==> src/pdam_pkg.sv <==
// Shared constants, types and helpers for the per-device mode register qualifier
package pdam_pkg;

   // ---------------------------------------------------------------
   // Clocking
   // ---------------------------------------------------------------
   localparam int CLK_NS       = 50;
   localparam int CK_PERIOD_NS = 400;
   localparam int CK_HALF_CYC  = CK_PERIOD_NS / (2 * CLK_NS);
   localparam int DIV_W        = 3;

   // ---------------------------------------------------------------
   // Widths
   // ---------------------------------------------------------------
   localparam int MR_NUM = 7;
   localparam int MR_W   = 14;
   localparam int BA_W   = 3;
   localparam int DQ_W   = 8;
   localparam int HW     = 8;

   // ---------------------------------------------------------------
   // Mode register selects and field positions
   // ---------------------------------------------------------------
   localparam logic [BA_W-1:0] MR3_SEL = 3'h3;
   localparam logic [BA_W-1:0] MR5_SEL = 3'h5;
   localparam int MR1_IDX  = 1;
   localparam int MR3_IDX  = 3;
   localparam int MR5_IDX  = 5;
   localparam int PDAM_BIT = 4;
   localparam int NOM_LSB  = 8;
   localparam int PARK_LSB = 6;
   localparam int PL_LSB   = 0;
   localparam logic [MR_W-1:0] MR_RESET = 14'h0000;

   // ---------------------------------------------------------------
   // Latencies in CK cycles
   // ---------------------------------------------------------------
   localparam int AL_CK       = 0;
   localparam int CWL_CK      = 9;
   localparam int MRD_QUAL_CK = 16;
   localparam int MRD_CK      = 8;
   localparam int BL8_CK      = 4;
   localparam int BC4_CK      = 2;
   localparam int QUAL_TMO_CK = 32;

   // ---------------------------------------------------------------
   // Types
   // ---------------------------------------------------------------
   typedef enum logic [1:0] {PDAM_RTT_OFF, PDAM_RTT_PARK, PDAM_RTT_NOM} pdam_rtt_t;

   typedef struct packed {
      logic            ck;
      logic            cs_n;
      logic            mrs_n;
      logic [BA_W-1:0] ba;
      logic [MR_W-1:0] addr;
      logic            dqs;
      logic            dq0;
      logic            odt;
   } pdam_pins_t;

   // Idle link: select and command strobes high, all else low
   localparam pdam_pins_t PINS_IDLE = 23'h300000;

   // Parity latency field decode into CK cycles
   function automatic logic [3:0] pdam_pl_ck(input logic [2:0] f);
      logic [3:0] r;
      r = 4'h0;
      case (f)
         3'h1: r = 4'h4;
         3'h2: r = 4'h5;
         3'h3: r = 4'h6;
         3'h4: r = 4'h8;
         default: r = 4'h0;
      endcase
      return r;
   endfunction

endpackage
==> src/pdam_link_if.sv <==
// Command/address and data link between controller and memory device
`timescale 1ns/1ps
interface pdam_link_if import pdam_pkg::*; ();
   logic            ck;
   logic            cs_n;
   logic            mrs_n;
   logic [BA_W-1:0] ba;
   logic [MR_W-1:0] addr;
   logic            dqs;
   logic [DQ_W-1:0] dq;
   logic            odt;

   modport dev (input ck, cs_n, mrs_n, ba, addr, dqs, dq, odt);
   modport ctl (output ck, cs_n, mrs_n, ba, addr, dqs, dq, odt);
endinterface

==> src/pdam_controller.sv <==
// Controller end: issues mode register commands with the per-device qualifier
`timescale 1ns/1ps

module pdam_controller import pdam_pkg::*; (
   input  wire logic             clock,
   input  wire logic             rst_n,
   pdam_link_if.ctl              link,
   input  wire logic             req_valid,
   input  wire logic             req_mrs,
   input  wire logic [BA_W-1:0]  req_ba,
   input  wire logic [MR_W-1:0]  req_addr,
   input  wire logic             req_skip,
   input  wire logic             req_bc4,
   input  wire logic             leveling_done,
   input  wire logic             odt_level,
   output logic                  req_ready,
   output logic                  req_refused,
   output logic                  pdam_active
);

   // ---------------------------------------------------------------
   // State
   // ---------------------------------------------------------------
   typedef enum logic {CTL_IDLE, CTL_RUN} pdam_cst_t;

   typedef struct packed {
      logic [DIV_W-1:0] div;
      logic             ck;
      pdam_cst_t        st;
      logic [HW-1:0]    h;
      logic [HW-1:0]    lim;
      logic [HW-1:0]    b_lo;
      logic [HW-1:0]    b_hi;
      logic             pdam_on;
      logic [2:0]       pl;
      logic             rdy;
      logic             refused;
      logic             cs_n;
      logic             mrs_n;
      logic [BA_W-1:0]  ba;
      logic [MR_W-1:0]  addr;
      logic             dqs;
      logic [DQ_W-1:0]  dq;
      logic             odt;
   } pdam_cstate_t;

   pdam_cstate_t  q;
   pdam_cstate_t  n;
   logic          tick;
   logic          fall;
   logic          take;
   logic          is_mr3;
   logic          entry;
   logic          exit_cmd;
   logic          refuse;
   logic          applies;
   logic [HW-1:0] wl;
   logic [HW-1:0] bh;

   // ---------------------------------------------------------------
   // Request decode
   // ---------------------------------------------------------------

   // CK divider ticks and the half-period on which commands launch
   assign tick     = q.div == DIV_W'(CK_HALF_CYC - 1);
   assign fall     = tick & q.ck;
   assign take     = fall & req_valid & q.rdy & (q.st == CTL_IDLE);

   // Classify the request against the current mode
   assign is_mr3   = req_mrs && (req_ba == MR3_SEL);
   assign entry    = is_mr3 && req_addr[PDAM_BIT] && !q.pdam_on;
   assign exit_cmd = is_mr3 && !req_addr[PDAM_BIT] && q.pdam_on;
   assign refuse   = (entry && !leveling_done)
                   | (q.pdam_on && !req_mrs);

   // Every device of the rank applies the command unless it is skipped while the mode is on; an exit is never skipped
   assign applies  = req_mrs && (!q.pdam_on || !req_skip || exit_cmd);

   // Write latency including parity latency, and burst length in CK
   assign wl = HW'(AL_CK + CWL_CK) + HW'(pdam_pl_ck(q.pl));
   assign bh = req_bc4 ? HW'(BC4_CK) : HW'(BL8_CK);

   // ---------------------------------------------------------------
   // Next state
   // ---------------------------------------------------------------

   // Half-CK counter h starts at 0 on the launching falling edge;
   // the device samples the command on the rise at h = 1.
   always_comb begin
      n         = q;
      n.refused = 1'b0;
      n.odt     = odt_level;
      n.div     = tick ? '0 : q.div + DIV_W'(1);
      n.ck      = q.ck ^ tick;
      unique case (q.st)
         CTL_IDLE: begin
            if (take) begin
               if (refuse) begin
                  n.refused = 1'b1;
               end else begin
                  n.st    = CTL_RUN;
                  n.rdy   = 1'b0;
                  n.h     = '0;
                  n.cs_n  = 1'b0;
                  n.mrs_n = ~req_mrs;
                  n.ba    = req_ba;
                  n.addr  = req_addr;
                  n.b_lo  = '0;
                  n.b_hi  = '0;
                  if (q.pdam_on && req_mrs) begin
                     // Every data bit carries the qualifier from launch to end
                     n.dq   = {DQ_W{req_skip && !exit_cmd}};
                     n.b_lo = HW'(1) + (wl << 1);
                     n.b_hi = HW'(1) + (wl << 1) + (bh << 1);
                     // Next launch at AL+CWL+BL/2-0.5+MRD+PL CK after the rise
                     n.lim  = ((wl + bh + HW'(MRD_QUAL_CK)) << 1) - HW'(2);
                  end else if (req_mrs) begin
                     n.dq   = '0;
                     // Device holds a plain write for the parity latency too
                     n.lim  = HW'(2 * MRD_CK - 2) + (HW'(pdam_pl_ck(q.pl)) << 1);
                  end else begin
                     n.dq   = '0;
                     n.lim  = HW'(2);
                  end
                  // Track the settings this end relies on
                  if (applies && req_ba == MR3_SEL) begin
                     n.pdam_on = req_addr[PDAM_BIT];
                  end
                  if (applies && req_ba == MR5_SEL) begin
                     n.pl = req_addr[PL_LSB +: 3];
                  end
               end
            end
         end
         CTL_RUN: begin
            if (tick) begin
               n.h = q.h + HW'(1);
               if (n.h == HW'(2)) begin
                  n.cs_n  = 1'b1;
                  n.mrs_n = 1'b1;
               end
               if (n.h >= q.lim) begin
                  n.st  = CTL_IDLE;
                  n.rdy = 1'b1;
                  n.dq  = '0;
               end
            end
         end
      endcase
      // Strobe follows CK inside the burst window only
      n.dqs = (n.st == CTL_RUN) && (n.h >= q.b_lo) && (n.h < q.b_hi) && n.ck;
   end

   // ---------------------------------------------------------------
   // Registers
   // ---------------------------------------------------------------

   // Reset leaves the link idle and the mode off
   always_ff @(posedge clock or negedge rst_n) begin
      if (!rst_n) begin
         q       <= '0;
         q.cs_n  <= 1'b1;
         q.mrs_n <= 1'b1;
         q.rdy   <= 1'b1;
      end else begin
         q <= n;
      end
   end

   // ---------------------------------------------------------------
   // Outputs
   // ---------------------------------------------------------------

   // Link pins straight from flops
   assign link.ck    = q.ck;
   assign link.cs_n  = q.cs_n;
   assign link.mrs_n = q.mrs_n;
   assign link.ba    = q.ba;
   assign link.addr  = q.addr;
   assign link.dqs   = q.dqs;
   assign link.dq    = q.dq;
   assign link.odt   = q.odt;

   // User-side status
   assign req_ready   = q.rdy;
   assign req_refused = q.refused;
   assign pdam_active = q.pdam_on;

endmodule

==> src/flat_wrapper.sv <==
// flat-port wrapper written by rule: the top's interface ports become plain ports
module pdam_controller_flat import pdam_pkg::*;
  (clock, rst_n, req_valid, req_mrs, req_ba, req_addr, req_skip, req_bc4, leveling_done, odt_level, req_ready, req_refused, pdam_active, link_ck, link_cs_n, link_mrs_n, link_ba, link_addr, link_dqs, link_dq, link_odt);
  pdam_link_if link_i ();
  input  wire logic clock;
  input  wire logic rst_n;
  input  wire logic req_valid;
  input  wire logic req_mrs;
  input  wire logic [BA_W-1:0] req_ba;
  input  wire logic [MR_W-1:0] req_addr;
  input  wire logic req_skip;
  input  wire logic req_bc4;
  input  wire logic leveling_done;
  input  wire logic odt_level;
  output logic req_ready;
  output logic req_refused;
  output logic pdam_active;
  output wire logic [$bits(link_i.ck)-1:0] link_ck;
  output wire logic [$bits(link_i.cs_n)-1:0] link_cs_n;
  output wire logic [$bits(link_i.mrs_n)-1:0] link_mrs_n;
  output wire logic [$bits(link_i.ba)-1:0] link_ba;
  output wire logic [$bits(link_i.addr)-1:0] link_addr;
  output wire logic [$bits(link_i.dqs)-1:0] link_dqs;
  output wire logic [$bits(link_i.dq)-1:0] link_dq;
  output wire logic [$bits(link_i.odt)-1:0] link_odt;
  assign link_ck = link_i.ck;
  assign link_cs_n = link_i.cs_n;
  assign link_mrs_n = link_i.mrs_n;
  assign link_ba = link_i.ba;
  assign link_addr = link_i.addr;
  assign link_dqs = link_i.dqs;
  assign link_dq = link_i.dq;
  assign link_odt = link_i.odt;
  pdam_controller u_core (.clock(clock), .rst_n(rst_n), .link(link_i), .req_valid(req_valid), .req_mrs(req_mrs), .req_ba(req_ba), .req_addr(req_addr), .req_skip(req_skip), .req_bc4(req_bc4), .leveling_done(leveling_done), .odt_level(odt_level), .req_ready(req_ready), .req_refused(req_refused), .pdam_active(pdam_active));
endmodule
==> config.mk <==
export PLATFORM = sky130hd
export DESIGN_NAME = pdam_controller_flat
export DESIGN_NICKNAME = d
export VERILOG_FILES = /design/src/pdam_pkg.sv /design/src/pdam_link_if.sv /design/src/pdam_controller.sv /design/src/flat_wrapper.sv
export SDC_FILE = /design/constraint.sdc
export NUM_CORES = 1
export LEC_CHECK = 0
export BUFFER_PORTS_ARGS = -buffer_cell sky130_fd_sc_hd__buf_2
export CAP_MARGIN = 10
export CORE_ASPECT_RATIO = 1.5
export CORE_UTILIZATION = 61
export DETAILED_ROUTE_END_ITERATION = 8
export GPL_ROUTABILITY_DRIVEN = 0
export PLACE_DENSITY = 0.86
export SLEW_MARGIN = 20
export SYNTH_ARGS = -nofsm -noshare
export SYNTH_HDL_FRONTEND = slang
export SYNTH_SLANG_ARGS = --single-unit
==> constraint.sdc <==
create_clock -name clock -period 5.3 [get_ports clock]
set_input_delay 0.53 -clock clock [delete_from_list [all_inputs] [get_ports clock]]
set_output_delay 0.53 -clock clock [all_outputs]
set_load 0.02 [all_outputs]
==> flow_metrics.env <==
export IMPL_ys_async_sr_fraction_pct=100
export IMPL_p_int_mw=1.13
export IMPL_syn_area_per_cell_um2=9.35
export IMPL_n_fill_cell=409
export IMPL_core_um2=5410
export IMPL_cts_path_max_buffers=2
export IMPL_ff_latch_area_um2=1480
export IMPL_io_pins=58
export IMPL_cpMaxStageDelayCell="nand2_1"
export IMPL_yosys_warnings=0
export IMPL_clk_pin_slew_ns=0.07
export IMPL_cp_required_ns=5.55
export IMPL_grt_busiest_layer="met2"
export IMPL_ir_drop_mv=0.251
export IMPL_status="finished, final reports clean"
export IMPL_die_area_um2=5900
export IMPL_finalHoldViolations=0
export IMPL_cp_num_buf_inv=0
export IMPL_ys_types=59
export IMPL_pwr_share_clk_pct=23.2
export IMPL_grt_pass1_vias=2481
export IMPL_wirelength_mm=7.06
export IMPL_drive_above_1_share_pct=21.6
export IMPL_antenna_found_initial=0
export IMPL_layout_commonest_cell="nand2_1"
export IMPL_cts_hold_buffers=0
export IMPL_fin_setup_tns_ns=0
export IMPL_ys_ff_latch=59
export IMPL_numCtsBuffers=9
export IMPL_final_cell_mix="75 x nand2_1, 57 x buf_2, 56 x dfrtp_1, 30 x inv_1, 26 x o21ai_0"
export IMPL_floorplan_die_width_um=63.1
export IMPL_io_buffers=57
export IMPL_switchingPower_uw=709
export IMPL_grtUsageMet3_pct=6.46
export IMPL_cts_tree="built"
export IMPL_dr_pass1_iters=4
export IMPL_fin_skew_ns=0.00771
export IMPL_cp_top_family="simple AND/OR/NAND/NOR gates"
export IMPL_rows=33
export IMPL_p_comb_share_pct=38.7
export IMPL_max_stage_delay_ns=0.52
export IMPL_post_cts_buffers=0
export IMPL_clk_latency_ns=0.34
export IMPL_powerDensity_nw_per_um2=489
export IMPL_layout_worst_path_cycle_share_pct=61.8
export IMPL_drtIter0Drc=159
export IMPL_start_util_pct=63.1
export IMPL_cp_cell_sequence="ha_1 > nor2b_4 > ha_1 > nand3_1 > nor2_1 > nand2_1 > nand3_1 > o21ai_0 > ha_1 > nor2b_1 > o21ai_0 > a21o_1 > a21oi_1 > nor4b_2"
export IMPL_swShare_pct=38.7
export IMPL_num_antenna_cells=0
export IMPL_critPathCaptureType="flop"
export IMPL_synthCells=365
export IMPL_synth_edf_count=0
export IMPL_tightestPinTransition_ns=0.842
export IMPL_grt_pass1_wl_mm=11.7
export IMPL_nNetsFinal=449
export IMPL_antenna_left=0
export IMPL_p_leak_nw=1.94
export IMPL_slew_violations=0
export IMPL_hold_path_class="primary input to flop"
export IMPL_drc=0
export IMPL_wl_per_cell_um=14.9
export IMPL_critPathKind="flop to flop"
export IMPL_start_kind="flop"
export IMPL_finalSetupViolCount=0
export IMPL_synthToLayoutAreaGrowth_pct=10.1
export IMPL_detailed_place_hpwl_mm=5.05
export IMPL_gr_total_overflow=0
export IMPL_grt_met1_usage_pct=29.6
export IMPL_critical_path_max_fanout=25
export IMPL_synth_nets=416
export IMPL_htreeDepth=3
export IMPL_cts_root_buf="clkbuf_8"
export IMPL_cp_common_cell="ha_1"
export IMPL_synth_area_um2=3410
export IMPL_cp_arrival_ns=3.52
export IMPL_grt_util_met2_pct=44.5
export IMPL_relSlewSlack_pct=43.7
export IMPL_synth_top_flop_cell="dfrtp_1"
export IMPL_track_usage_pct=26.2
export IMPL_die_y_um=93.6
export IMPL_cts_num_sinks=59
export IMPL_routed_via_density=5.52
export IMPL_maxCapViolations=0
export IMPL_period_needed_ns=3.28
export IMPL_rsz0062_at_grt="no"
export IMPL_fmax_mhz=305
export IMPL_yosysSeqAreaShare_pct=43.4
export IMPL_vias=2610
export IMPL_seqPwrFrac_pct=38.1
export IMPL_post_cts_resized=0
export IMPL_multi_input_area_um2=1570
export IMPL_fin_util_pct=69.4
export IMPL_grt_max_degree=60
## flip-flops by register name (all words and copies together), names as in the netlist
signal	count
u_core.q	33
u_core.link.cs_n	1
u_core.link.dq	1
u_core.link.mrs_n	1
u_core.link.ck	1
u_core.link.addr	14
u_core.req_refused	1
u_core.link.odt	1
u_core.link.dqs	1
u_core.link.ba	3
u_core.pdam_active	1
u_core.req_ready	1
## kinds of logic (layout without fill, tap and decap cells)
kind of cell             Yosys count  after routing  share of synthesized area [%]
AO/OA/AOI/OAI                     64             64                           12.7
buffers and inverters             67            105                           10.6
AND/OR/NAND/NOR                  133            133                           18.7
adder cells (fa/ha/maj)           26             26                           9.75
flip-flops                        59             59                           43.4
XOR/XNOR                          10             10                           2.57
multiplexers                       6              6                           2.27
## through the flow
| stage | cell area, µm² | instances | setup WS, ns | hold slack (ns) | power [mW] |
|---|---|---|---|---|---|
| 6_report | 3760 | 473 | 2.02 | 0.296 | 1.84 |
| 5_1_grt | 3760 | 473 | 1.73 | 0.286 | 1.97 |
| 4_1_cts | 3760 | 473 | 2.02 | 0.286 | 1.84 |
| 3_5_place_dp | 3550 | 457 | 2.04 | 0.437 | 1.40 |
| 3_3_place_gp | 3550 | 457 | 2.16 | 0.417 | 1.37 |
| 2_1_floorplan | 3410 | 365 | 2.65 | 0.234 | 1.31 |
## final timing paths
path | from | endpoint | slack [ns] | cells after the start
worst min register to register | u_core.q[69] | u_core.q[69] | 0.44 | 1
min in group asynchronous | rst_n | u_core.link.addr[12] | 0.32 | 2
worst min-delay path | odt_level | u_core.link.odt | 0.30 | 1
worst max register to register | u_core.q[69] | u_core.link.dqs | 2.02 | 14
max in group asynchronous | rst_n | u_core.q[37] | 4.46 | 2
worst max-delay path | u_core.q[69] | u_core.link.dqs | 2.02 | 14
## Yosys cell counts (2+ instances only)
library cell / instances / area share, %
a211oi_1: 2 / 0.44
a21boi_0: 2 / 0.44
a21o_1: 6 / 1.3
a21oi_1: 6 / 0.88
a311oi_1: 2 / 0.51
a31oi_1: 2 / 0.37
and2_1: 2 / 0.37
and4_1: 2 / 0.51
buf_2: 7 / 1.0
buf_4: 25 / 5.5
clkbuf_1: 3 / 0.33
dfrtp_1: 56 / 41
dfstp_2: 3 / 2.3
ha_1: 25 / 9.2
inv_1: 30 / 3.3
mux2_2: 2 / 0.66
mux2_4: 3 / 1.3
nand2_1: 75 / 8.3
nand2b_1: 6 / 1.1
nand3_1: 9 / 1.3
nand3b_1: 2 / 0.44
nand4_1: 2 / 0.37
nor2_1: 19 / 2.1
nor2b_1: 5 / 0.92
o21ai_0: 26 / 3.8
o22ai_1: 2 / 0.37
xnor2_1: 8 / 2.1
xor2_1: 2 / 0.51
## layer usage
metal  routed length, µm  vias to the layer above
met5                   0                        -
li1                    -                     1270
met1                2720                     1238
met3                 288                       23
met4                 286                        0
met2                3760                       79
## layout make-up
cell class / count / area share [%]
Sequential cell: 59 / 39.4
Inverter: 30 / 3.00
Tap cell: 70 / 2.33
Clock inverter: 1 / 0.799
Multi-Input combinational cell: 239 / 41.8
Clock buffer: 15 / 4.70
Timing Repair Buffer: 59 / 7.99
## power groups by stage
stage          Clock, mW  Combinational, mW  Sequential (mW)
6_report           0.426              0.710            0.700
5_1_grt            0.453              0.795            0.718
4_1_cts            0.431              0.711            0.697
3_5_place_dp           0              0.702            0.702
3_3_place_gp           0              0.679            0.696
2_1_floorplan          0              0.623            0.684
No activity file was read; power rests on OpenSTA's default activity.
